===== src/core/ppc_cfg.svh =====
`ifndef PPC_CFG_SVH
`define PPC_CFG_SVH

`define PPC_NPINS 32
`define PPC_HALF 16
`define PPC_OFF_PCR_LAST 12'h07C
`define PPC_OFF_GPCLR 12'h080
`define PPC_OFF_GPCHR 12'h084
`define PPC_OFF_ISFR 12'h0A0
`define PPC_OFF_CAPS 12'h0A4
`define PPC_BIT_PS 0
`define PPC_BIT_PE 1
`define PPC_BIT_SRE 2
`define PPC_BIT_RSV3 3
`define PPC_BIT_PFE 4
`define PPC_BIT_DSE 6
`define PPC_MUX_LSB 8
`define PPC_MUX_MSB 10
`define PPC_IRQ_SENSE_SELECT_LSB 16
`define PPC_IRQ_SENSE_SELECT_MSB 19
`define PPC_BIT_ISF 24
`define PPC_LOW_MASK 16'h0757
`define PPC_IRQ_SENSE_SELECT_DIS 4'h0
`define PPC_IRQ_SENSE_SELECT_LOW 4'h8
`define PPC_IRQ_SENSE_SELECT_RISE 4'h9
`define PPC_IRQ_SENSE_SELECT_FALL 4'hA
`define PPC_IRQ_SENSE_SELECT_BOTH 4'hB
`define PPC_IRQ_SENSE_SELECT_HIGH 4'hC
`define PPC_MUX_ANALOG 3'h0
`define PPC_PULL_CAP 32'hFFFF_FFFF
`define PPC_SLEW_CAP 32'hFFFF_FFFF
`define PPC_FILT_CAP 32'hFFFF_FFFF
`define PPC_IRQ_CAP 32'hFFFF_FFFF
`define PPC_ZERO32 32'h0000_0000

`endif


===== src/core/ppc_pkg.sv =====
package ppc_pkg;
    typedef logic [31:0] ppc_word_t;
    typedef logic [31:0] ppc_pins_t;
    typedef logic [11:0] ppc_addr_t;
    typedef logic [15:0] ppc_half_t;
    typedef enum logic [1:0] {PPC_IDLE, PPC_ACCESS} ppc_bus_t;
endpackage


===== src/core/ppc_pin_cell.sv =====
`timescale 1ns/100ps
`include "ppc_cfg.svh"

// Lower halfword of one pin's control register plus its pad controls
module ppc_pin_cell #(
    parameter bit HAS_PULL = 1'b1,
    parameter bit HAS_SLEW = 1'b1,
    parameter bit HAS_FILT = 1'b1
) (
    // Clock and reset
    input wire logic i_clk,
    input wire logic i_rst,
    // Load of the lower halfword
    input wire logic i_load,
    input wire logic [15:0] i_value,
    // Stored halfword and pad controls
    output logic [15:0] o_half,
    output logic o_filter_on,
    output logic o_slow_slew,
    output logic o_pull_up_on,
    output logic o_pull_down_on
);
    logic [15:0] half_q;
    logic [15:0] wmask;
    logic digital;

    // Writable bits; reserved bit 3 never in it, fixed features drop out
    always_comb
    begin
        wmask = `PPC_LOW_MASK;
        wmask[`PPC_BIT_PS] = HAS_PULL;
        wmask[`PPC_BIT_PE] = HAS_PULL;
        wmask[`PPC_BIT_SRE] = HAS_SLEW;
        wmask[`PPC_BIT_PFE] = HAS_FILT;
        wmask[`PPC_BIT_RSV3] = 1'b0;
    end

    // Halfword storage
    always_ff @(posedge i_clk or posedge i_rst)
    begin
        if (i_rst)
            half_q <= 16'h0000;
        else if (i_load)
            half_q <= (half_q & ~wmask) | (i_value & wmask);
    end

    assign o_half = half_q;
    assign digital = half_q[`PPC_MUX_MSB:`PPC_MUX_LSB] != `PPC_MUX_ANALOG;

    // Pad controls, registered; valid for every digital mux slot
    always_ff @(posedge i_clk or posedge i_rst)
    begin
        if (i_rst)
        begin
            o_filter_on <= 1'b0;
            o_slow_slew <= 1'b0;
            o_pull_up_on <= 1'b0;
            o_pull_down_on <= 1'b0;
        end
        else
        begin
            o_filter_on <= digital & half_q[`PPC_BIT_PFE];
            o_slow_slew <= digital & half_q[`PPC_BIT_SRE];
            o_pull_up_on <= digital & half_q[`PPC_BIT_PE] & half_q[`PPC_BIT_PS];
            o_pull_down_on <= digital & half_q[`PPC_BIT_PE] & ~half_q[`PPC_BIT_PS];
        end
    end
endmodule


===== src/core/ppc_port.sv =====
// Implementation choice: the APB interface to the registers.
`timescale 1ns/100ps
`include "ppc_cfg.svh"

// Contract
// - Filter bit off at 0; at 1 filter active only for digital input.
// - Filter, slew and pull settings apply in every digital mux selection.
// - Bit 3 of each pin control register reads zero, writes ignored.
// - Bit 2 selects output slew; applies only for digital output.
// - Pins lacking a feature keep slew and pull bits read-only.
// - Bit 1 enables pull resistor, only while pin is digital input.
// - Bit 0 picks pulldown at 0, pullup at 1, when pull enabled.
// - Low global write loads bits 15:0 of selected pins 0 to 15.
// - High global register does the same for pins 16 to 31.
// - Status register at A0h holds one detect flag per pin.
// - Flags of pins without interrupt capability never set.
// - Flag stays set until a one is written; zero leaves it.
// - Active level re-sets the flag right after it is cleared.
// - Flag visible in pin control register; clearable in either place.
// - Sense codes: 0 off, 8 low, 9 rise, A fall, B both, C high.
// - Analog or disabled mux turns off pulls and filter.
// - Global registers read zero and never touch interrupt configuration.
// - One interrupt output, high while any enabled pin flag is set.
module ppc_port (
    // Clock and reset
    input wire logic i_clk,
    input wire logic i_rst,
    // APB slave
    input wire logic i_psel,
    input wire logic i_penable,
    input wire logic i_pwrite,
    input wire ppc_pkg::ppc_addr_t i_paddr,
    input wire ppc_pkg::ppc_word_t i_pwdata,
    input wire logic [3:0] i_pstrb,
    output logic o_pready,
    output logic o_pslverr,
    output ppc_pkg::ppc_word_t o_prdata,
    // Pins, synchronous to the clock
    input wire ppc_pkg::ppc_pins_t i_pin,
    // Pad controls
    output ppc_pkg::ppc_pins_t o_filter_on,
    output ppc_pkg::ppc_pins_t o_slow_slew,
    output ppc_pkg::ppc_pins_t o_pull_up_on,
    output ppc_pkg::ppc_pins_t o_pull_down_on,
    output logic [95:0] o_mux_sel,
    // Port interrupt request
    output logic o_irq
);
    import ppc_pkg::*;

    ppc_bus_t bus_q;
    ppc_pins_t flag_q;
    ppc_pins_t pin_q;
    ppc_pins_t hit;
    ppc_pins_t pcr_sel;
    ppc_pins_t half_load;
    ppc_pins_t isfr_clr;
    ppc_pins_t pcr_clr;
    ppc_half_t half_val;
    logic [3:0] sense_q [`PPC_NPINS];
    logic [15:0] half [`PPC_NPINS];
    logic wr_acc;
    logic rd_acc;
    logic full_word;
    logic is_pcr;
    logic [4:0] pcr_idx;
    logic mapped;
    ppc_word_t rdata;
    logic [95:0] mux_d;
    ppc_pins_t irq_cap;
    ppc_pins_t pin_digital;
    ppc_pins_t irq_armed;
    ppc_pins_t flag_set;
    ppc_pins_t flag_clr;
    ppc_word_t pcr_word [`PPC_NPINS];
    logic sel_gpclr;
    logic sel_gpchr;
    logic sel_isfr;
    logic sel_caps;
    logic global_ok;

    // Capability mask lookup for one pin
    function automatic logic cap_bit(input logic [31:0] caps, input int idx);
        begin
            cap_bit = caps[idx];
        end
    endfunction

    // Sense decode shared by all pins
    function automatic logic sense_hit(input logic [3:0] code, input logic now, input logic was);
        begin
            unique case (code)
                `PPC_IRQ_SENSE_SELECT_LOW: sense_hit = ~now;
                `PPC_IRQ_SENSE_SELECT_RISE: sense_hit = now & ~was;
                `PPC_IRQ_SENSE_SELECT_FALL: sense_hit = ~now & was;
                `PPC_IRQ_SENSE_SELECT_BOTH: sense_hit = now ^ was;
                `PPC_IRQ_SENSE_SELECT_HIGH: sense_hit = now;
                default: sense_hit = 1'b0;
            endcase
        end
    endfunction

    // Sense field counts as enabled only for a legal nonzero code
    function automatic logic sense_on(input logic [3:0] code);
        begin
            sense_on = (code >= `PPC_IRQ_SENSE_SELECT_LOW) && (code <= `PPC_IRQ_SENSE_SELECT_HIGH);
        end
    endfunction

    // Access qualifiers; zero wait states
    assign wr_acc = i_psel & i_penable & i_pwrite & o_pready;
    assign rd_acc = i_psel & ~i_penable & ~i_pwrite;
    assign full_word = &i_pstrb;
    assign global_ok = wr_acc & full_word;

    // Address decode, one select per register group
    assign is_pcr = i_paddr <= `PPC_OFF_PCR_LAST;
    assign pcr_idx = i_paddr[6:2];
    assign sel_gpclr = i_paddr == `PPC_OFF_GPCLR;
    assign sel_gpchr = i_paddr == `PPC_OFF_GPCHR;
    assign sel_isfr = i_paddr == `PPC_OFF_ISFR;
    assign sel_caps = i_paddr == `PPC_OFF_CAPS;
    assign mapped = is_pcr | sel_gpclr | sel_gpchr | sel_isfr | sel_caps;

    // Bus phase tracker
    always_ff @(posedge i_clk or posedge i_rst)
    begin
        if (i_rst)
        begin
            bus_q <= PPC_IDLE;
        end
        else
        begin
            unique case (bus_q)
                PPC_IDLE: bus_q <= (i_psel & ~i_penable) ? PPC_ACCESS : PPC_IDLE;
                PPC_ACCESS: bus_q <= PPC_IDLE;
            endcase
        end
    end

    // Ready answers in the access phase; unmapped addresses report an error
    always_ff @(posedge i_clk or posedge i_rst)
    begin
        if (i_rst)
        begin
            o_pready <= 1'b0;
            o_pslverr <= 1'b0;
        end
        else
        begin
            o_pready <= (bus_q == PPC_IDLE) & i_psel & ~i_penable;
            o_pslverr <= (bus_q == PPC_IDLE) & i_psel & ~i_penable & ~mapped;
        end
    end

    // Which pins take a halfword load, and with what value
    always_comb
    begin
        pcr_sel = '0;
        half_load = '0;
        half_val = i_pwdata[15:0];
        if (wr_acc && is_pcr)
        begin
            pcr_sel[pcr_idx] = 1'b1;
            half_load = pcr_sel;
        end
        else if (global_ok && sel_gpclr)
        begin
            half_load = {16'h0000, i_pwdata[31:16]};
        end
        else if (global_ok && sel_gpchr)
        begin
            half_load = {i_pwdata[31:16], 16'h0000};
        end
    end

    // Flag clears from the status register and from each pin's own register
    always_comb
    begin
        isfr_clr = (wr_acc && sel_isfr) ? i_pwdata : '0;
        pcr_clr = '0;
        if (wr_acc && is_pcr)
        begin
            pcr_clr[pcr_idx] = i_pwdata[`PPC_BIT_ISF];
        end
    end

    // Set and clear requests per pin
    assign flag_set = hit & irq_cap;
    assign flag_clr = isfr_clr | pcr_clr;

    // Pin cells and per-pin interrupt logic
    genvar g;
    generate
        for (g = 0; g < `PPC_NPINS; g++)
        begin : g_pin
            // Per-pin capability, mux and sense qualifiers
            assign irq_cap[g] = cap_bit(`PPC_IRQ_CAP, g);
            assign pin_digital[g] = half[g][`PPC_MUX_MSB:`PPC_MUX_LSB] != `PPC_MUX_ANALOG;
            assign irq_armed[g] = sense_on(sense_q[g]);

            ppc_pin_cell #(
                .HAS_PULL(cap_bit(`PPC_PULL_CAP, g)),
                .HAS_SLEW(cap_bit(`PPC_SLEW_CAP, g)),
                .HAS_FILT(cap_bit(`PPC_FILT_CAP, g))
            ) u_cell (
                .i_clk(i_clk),
                .i_rst(i_rst),
                .i_load(half_load[g]),
                .i_value(half_val),
                .o_half(half[g]),
                .o_filter_on(o_filter_on[g]),
                .o_slow_slew(o_slow_slew[g]),
                .o_pull_up_on(o_pull_up_on[g]),
                .o_pull_down_on(o_pull_down_on[g])
            );

            // Sense field; only a direct pin register write reaches it
            always_ff @(posedge i_clk or posedge i_rst)
            begin
                if (i_rst)
                begin
                    sense_q[g] <= `PPC_IRQ_SENSE_SELECT_DIS;
                end
                else if (pcr_sel[g] && full_word && irq_cap[g])
                begin
                    sense_q[g] <= i_pwdata[`PPC_IRQ_SENSE_SELECT_MSB:`PPC_IRQ_SENSE_SELECT_LSB];
                end
            end

            // Sense hit only while the pin is digital
            assign hit[g] = pin_digital[g] && sense_hit(sense_q[g], i_pin[g], pin_q[g]);

            // Word seen when reading this pin's register
            always_comb
            begin
                pcr_word[g] = `PPC_ZERO32;
                pcr_word[g][15:0] = half[g];
                pcr_word[g][`PPC_IRQ_SENSE_SELECT_MSB:`PPC_IRQ_SENSE_SELECT_LSB] = sense_q[g];
                pcr_word[g][`PPC_BIT_ISF] = flag_q[g];
            end

            // Flag: detect wins over a same-cycle clear
            always_ff @(posedge i_clk or posedge i_rst)
            begin
                if (i_rst)
                begin
                    flag_q[g] <= 1'b0;
                end
                else if (flag_set[g])
                begin
                    flag_q[g] <= 1'b1;
                end
                else if (flag_clr[g])
                begin
                    flag_q[g] <= 1'b0;
                end
            end
        end
    endgenerate

    // Previous pin level for edge sensing
    always_ff @(posedge i_clk or posedge i_rst)
    begin
        if (i_rst)
        begin
            pin_q <= '0;
        end
        else
        begin
            pin_q <= i_pin;
        end
    end

    // Read mux; global registers read zero
    always_comb
    begin
        rdata = `PPC_ZERO32;
        if (is_pcr)
        begin
            rdata = pcr_word[pcr_idx];
        end
        else if (sel_isfr)
        begin
            rdata = flag_q;
        end
        else if (sel_caps)
        begin
            rdata = `PPC_IRQ_CAP;
        end
        else
        begin
            rdata = `PPC_ZERO32;
        end
    end

    // Read data captured in the setup cycle
    always_ff @(posedge i_clk or posedge i_rst)
    begin
        if (i_rst)
        begin
            o_prdata <= `PPC_ZERO32;
        end
        else if (rd_acc)
        begin
            o_prdata <= rdata;
        end
    end

    // Mux selections exported per pin
    always_comb
    begin
        mux_d = '0;
        for (int k = 0; k < `PPC_NPINS; k++)
        begin
            mux_d[k*3 +: 3] = half[k][`PPC_MUX_MSB:`PPC_MUX_LSB];
        end
    end

    // Registered mux selections
    always_ff @(posedge i_clk or posedge i_rst)
    begin
        if (i_rst)
        begin
            o_mux_sel <= '0;
        end
        else
        begin
            o_mux_sel <= mux_d;
        end
    end

    // Port interrupt: any flag of an enabled pin
    always_ff @(posedge i_clk or posedge i_rst)
    begin
        if (i_rst)
        begin
            o_irq <= 1'b0;
        end
        else
        begin
            o_irq <= |(flag_q & irq_armed);
        end
    end
endmodule


===== config.mk =====
export PLATFORM = sky130hd
export DESIGN_NAME = ppc_port
export DESIGN_NICKNAME = d
export VERILOG_FILES = /design/src/core/ppc_pkg.sv /design/src/core/ppc_pin_cell.sv /design/src/core/ppc_port.sv
export VERILOG_INCLUDE_DIRS = /design/src /design/src/core
export SDC_FILE = /design/constraint.sdc
export NUM_CORES = 1
export LEC_CHECK = 0
export BUFFER_PORTS_ARGS = -buffer_cell sky130_fd_sc_hd__buf_2
export CAP_MARGIN = 0
export CORE_UTILIZATION = 50
export DETAILED_ROUTE_END_ITERATION = 8
export PLACE_DENSITY_LB_ADDON = 0.12
export SLEW_MARGIN = 0
export SYNTH_ARGS = -nofsm -noshare
export SYNTH_HDL_FRONTEND = slang
export SYNTH_SLANG_ARGS = --single-unit

===== constraint.sdc =====
create_clock -name i_clk -period 25.1 [get_ports i_clk]
set_input_delay 1.255 -clock i_clk [delete_from_list [all_inputs] [get_ports i_clk]]
set_output_delay 1.255 -clock i_clk [all_outputs]
set_load 0.02 [all_outputs]

# --- Word level (Yosys, flattened, before mapping) ---
# Cells that the tools add are included.
word_totals:
  regBits: 965
  input_bits: 85
  out_inout_bits: 259
  elab_cells: 1148
op_classes:
  order_cmp: 68
  eq_ne: 165
  muxes: 112
  bitwise_logic: 404
  n_reduce_logical: 168
op_table:
  columns: ["cell", "n"]
  rows:
  - ["4-bit == test, second input constant", 160]
  - ["16-bit by 11-bit bitwise OR with 16-bit output", 32]
  - ["32-bit 2-to-1 mux", 11]
  - ["1-bit bitwise AND", 233]
  - ["32-bit binary-select mux with 5-bit select", 1]
  - ["1-bit case mux with 5 select lines", 32]
  - ["4-bit greater-or-equal comparator, second input constant", 32]
  - ["4-bit less-or-equal comparator, second input constant", 32]
  - ["1-bit logical AND", 101]
  - ["1-bit NOT", 99]
  - ["3-bit nonzero test", 32]
  - ["1-bit 2-to-1 mux", 66]
  - ["32-bit bitwise AND", 2]
  - ["2-bit nonzero test", 32]
  - ["12-bit by 8-bit == test with 1-bit output, second input constant", 4]
  - ["32-bit bitwise OR", 1]
  - ["32-bit OR reduction", 1]
  - ["1-bit bitwise XOR", 32]
  - ["12-bit by 7-bit less-or-equal comparator with 1-bit output, second input constant", 1]
  - ["6-bit greater-or-equal comparator, second input constant", 1]
  - ["5-bit by 6-bit less-than comparator with 1-bit output, second input constant", 1]
  - ["5-bit NOT with 6-bit output", 1]
  - ["1-bit demux with 5-bit select", 1]
  - ["5-bit by 1-bit greater-or-equal comparator with 1-bit output, second input constant", 1]
  - ["other kinds (5)", 8]

# --- Depth between registers and ports, before layout ---
logic_depth:
  ltp_word: 9
  depth_mapped: 9
  ltp_nobuf: 7

# --- Cells and area by module ---
# From an unflattened synthesis, not the netlist that was laid out.
hier_totals:
  cells_unflattened: 3052
  hier_area_um2: 37232.0
by_module_without_submodules:
  columns: ["module", "n_inst", "cells_per_inst", "area_per_inst_um2", "seq_area_each_um2"]
  rows:
  - ["ppc_port", 1, 1868, 20055.5, 8107.8]
  - ["ppc_pin_cell", 32, 37, 536.8, 300.3]

# --- Worst setup path before layout ---
# No wires, ideal clock.
synth_path:
  path_type: "input-to-reg"
  startpoint: "in i_paddr[9]"
  endpoint: "reg g_pin[6].u_cell.half_q[0]"
  setup_time_ns: 0.125
  arrival_ns: 3.403
  t_required_ns: 24.975
  path_slack_ns: 21.572
  path_stages: 6
  path_buffers: 1
  cell_sequence: "or4_1 or4_4 nor3_2 a22o_1 buf_4 mux2_2"
synth_between:
  elab_chain_len: 4
  elab_cells_between_ends: 6
  cone_classes: "order compare: 1; eq/ne: 1; mux: 2; reduce/logical: 2"
synth_lines:
  columns: ["item", "line", "text"]
  rows:
  - ["from (decl)", "ppc_port.sv:32", "input wire ppc_pkg::ppc_addr_t i_paddr,"]
  - ["parallel branches: the longest is 3 deep, another holds 12-bit by 7-bit less-or-equal comparator with 1-bit output", null, null]
  - ["32-bit 2-to-1 mux *", "ppc_port.sv:162", "if (wr_acc && is_pcr)"]
  - ["to (signal assigned)", "ppc_pin_cell.sv:44", "half_q <= (half_q & ~wmask) | (i_value & wmask);"]
  - ["to (decl)", "ppc_pin_cell.sv:23", "logic [15:0] half_q;"]
# Mark *: on every way between the ends.
# A chain may end at the register's enable or synchronous reset.

# --- Final worst setup path ---
layout_path:
  startpoint: "in i_paddr[2]"
  endpoint: "reg o_prdata[4]"
layout_between:
  elab_chain_len: 5
  elab_cells_between_ends: 10
  cone_classes: "order compare: 1; eq/ne: 2; mux: 6; bitwise: 1"
layout_lines:
  columns: ["item", "line", "text"]
  rows:
  - ["5-bit NOT with 6-bit output (implied by the code)", "ppc_port.sv:281", "rdata = pcr_word[pcr_idx];"]
  - ["32-bit binary-select mux with 5-bit select", "ppc_port.sv:281", null]
  - ["32-bit 2-to-1 mux (implied by the code) (2 in a row)", "ppc_port.sv:281", null]
  - ["32-bit 2-to-1 mux *", "ppc_port.sv:279", "if (is_pcr)"]
  - ["to (signal assigned)", "ppc_port.sv:302", "o_prdata <= `PPC_ZERO32;"]
  - ["to (signal assigned)", "ppc_port.sv:306", "o_prdata <= rdata;"]
  - ["to (decl)", "ppc_port.sv:37", "output ppc_pkg::ppc_word_t o_prdata,"]
# Mark *: on every way between the ends. The rest lies on a longest branch, timed or not. The select of a mux whose other input is x is not followed.

==> flow_summary.ini <==
[routing]
vias_per_cell = 6.156
drt-wirelength-per-cell_um = 29.04
drc_errors = 0
num_vias = 22680
drt_iter0_markers = 2235
wl_um = 107000
ant_nets = 0
drt_first_pass_iters = 5

[power_and_ir_drop]
p_comb_frac = 0.056
seqPwrFrac = 0.470
finalPower_w = 0.002487
ir_worst_vdd_uv = 49.13
p_sw_w = 0.0005995
p_leak_nw = 18.95
p_clk_frac = 0.474
power.share.switching = 0.2411
intPower_w = 0.001887
power.density_nw_per_um2 = 67.51

[global_route]
top_usage_layer = met2
grt_max_degree = 123
grt_first_pass_wirelength_um = 156300
track_usage = 0.3229
grt_pass1_vias = 22710
grt_overflow = 0
grtUsageMet2 = 0.5090
antenna_found_initial = 6
met1_usage = 0.4364
grt.met3_usage = 0.06954

[synth]
seq_area_frac_synth = 0.5433
yosys.area.top_type = dfrtp_1
avgSynthCellArea_um2 = 12.66
synth-warning-count = 0
synthArstFlopShare = 1.000
ys_top_cells_by_area = dfrtp_1 54%, mux2_2 13%, mux4_2 4.4%
synth.ff_latch_count = 708
ys.flop_type = dfrtp_1
syn_area_um2 = 32610
netlist_instances = 2576
synth_cell_types = 61
syn_nets = 2725
synth_top_cell_area_share = 0.5433
synth_edf_count = 0

[sta]
worstMarginPinSlew_ns = 1.444
fin_setup_tns_ns = 0
slew_viol_final = 0
period_needed_ns = 4.009
hold_viol = 0
fin_crit_sh = 0.1597
maxSlewHeadroom = 0.03259
clock_skew_ns = 0.02943
setup_viol = 0
fmax_ghz = 0.2494
finalWorstSetupSlack_ns = 21.09
rsz0062_at_grt = no

[job]
maxCapViolations = 0

[cts]
clockBufferDepth = 3
cts_resized = 0
clk_pin_slew_ns = 0.06
numCtsBuffers = 76
cts_root_buf = clkbuf_16
cts_hold_repair.buffers = 0
tritoncts = built
cts_sinks = 708
cts_setup_buffers = 0
htree_levels = 3
clock_latency_ns = 0.64

[hold_path]
hp-class = reg -> reg

[critical_path]
slowest_delay_ns = 0.73
start_kind = input pin
cp_slowest_cell = nor4_1
path_cells = buf_4 > buf_4 > nand4bb_1 > o22ai_1 > a211o_1 > nor4_1 > a21oi_1
critPathTopFamily = simple AND/OR/NAND/NOR gates
path_common_cell = buf_4
worstPathMaxFanout = 41
worstPathArrival_ns = 4.49
critPathKind = in -> reg
end_kind = register
crit_buf_inv = 2
cp_data_required_time_ns = 25.58

[die]
io_pins = 344
dieArea_um2 = 66250
start_util = 0.5059
die_x_um = 257.4
core_um2 = 64460
die_y_um = 257.4
row_count = 93

[finish]
layout_common_cells = 708 x dfrtp_1, 384 x mux2_2, 341 x buf_2
drive_above_1_share = 0.3493
fin_cells = 3684
fillers = 5369
final-seq-area_um2 = 17720
area.growth.synth_to_final_pct = 12.95
nets = 2910
final_util = 0.5714
multiInputGateArea_um2 = 13050
final_common_cell = dfrtp_1

[placement]
dp_hpwl_um = 77180
port_buffers = 343
detailedPlace.worstSlack_ns = 20.56
gp_congestion = 0.9496
place_inst = 3538

[outcome]
outcome = finished clean
-- path summary, 6_finish.rpt --
path                                             from                            end  slack, ns  cells past startpoint
max in group asynchronous                       i_rst                  pcr_word[304]      21.75                      4
setup reg to reg                             o_pready     g_pin[10].u_cell.o_half[2]      21.83                      5
setup / recovery                           i_paddr[2]                    o_prdata[4]      21.09                      7
min in group asynchronous                       i_rst  g_pin[11].u_cell.o_pull_up_on       0.77                      2
hold / removal             g_pin[11].u_cell.o_half[9]                  o_mux_sel[34]       0.41                      0
hold reg to reg            g_pin[11].u_cell.o_half[9]                  o_mux_sel[34]       0.41                      0
-- flip-flops by register name (all words and copies together) (netlist names), 32 cells and up --
register                     cells
pin_q                           32
g_pin.u_cell.o_filter_on        32
g_pin.u_cell.o_pull_down_on     32
pcr_word                       128
o_prdata                        32
g_pin.u_cell.o_pull_up_on       32
o_mux_sel                       96
g_pin.u_cell.o_slow_slew        32
flag_q                          32
g_pin.u_cell.o_half            256
-- area by class of cell --
type / instances / share of cell area
clock inverter: 27 / 0.009477
tap: 855 / 0.02904
antenna: 6 / 0.0004076
sequential: 708 / 0.4810
multi-input combinational: 1504 / 0.3542
timing repair buffer: 371 / 0.05299
clock buffer: 113 / 0.06253
inverter: 100 / 0.01039
-- cell usage after synthesis, types with 12 or more instances --
| library cell | n |
|---|---|
| and2_1 | 64 |
| o22ai_1 | 68 |
| ha_1 | 64 |
| nand3_1 | 43 |
| o21ai_0 | 57 |
| mux2_2 | 384 |
| buf_2 | 23 |
| buf_4 | 137 |
| or3_1 | 39 |
| a21oi_1 | 63 |
| dfrtp_1 | 708 |
| nor4_1 | 19 |
| nand2b_1 | 22 |
| o2bb2ai_1 | 13 |
| nand2_1 | 148 |
| nand4_1 | 26 |
| o31ai_1 | 12 |
| clkbuf_1 | 84 |
| mux2i_1 | 132 |
| inv_1 | 99 |
| nor3_1 | 19 |
| a22oi_1 | 14 |
| buf_1 | 20 |
| and3_1 | 42 |
| a32oi_1 | 17 |
| mux4_2 | 63 |
| nor2_1 | 75 |
-- per-stage QoR --
step           area, µm²  hold slack [ns]
4_1_cts            36820           0.4088
3_3_place_gp       34170           0.3999
6_report           36840           0.4114
3_5_place_dp       34170           0.3959
2_1_floorplan      32610           0.3764
5_1_grt            36820           0.4377
-- power by group through the flow --
| stage | logic, W | registers (W) | clock network (W) |
|---|---|---|---|
| finish | 0.000139 | 0.00117 | 0.00118 |
| global route | 0.000150 | 0.00117 | 0.00124 |
| CTS | 0.000139 | 0.00117 | 0.00119 |
| detailed placement | 0.000138 | 0.00119 | 0 |
| global placement | 0.000134 | 0.00119 | 0 |
| floorplan | 0.0000721 | 0.00119 | 0 |
-- cell families after synthesis --
group / share of synthesized area
adder cells (fa/ha/maj): 0.02455
XOR/XNOR: 0.001343
multiplexers: 0.2166
AO/OA/AOI/OAI: 0.06810
buffers and inverters: 0.05855
AND/OR/NAND/NOR: 0.08759
flip-flops: 0.5433
-- routing by layer --
layer	routed length, µm	up-vias
met3	8614	223
met1	43800	11820
li1	-	9537
met5	34	-
met2	50040	1090
met4	4493	6
(Power assumes the default switching activity.)
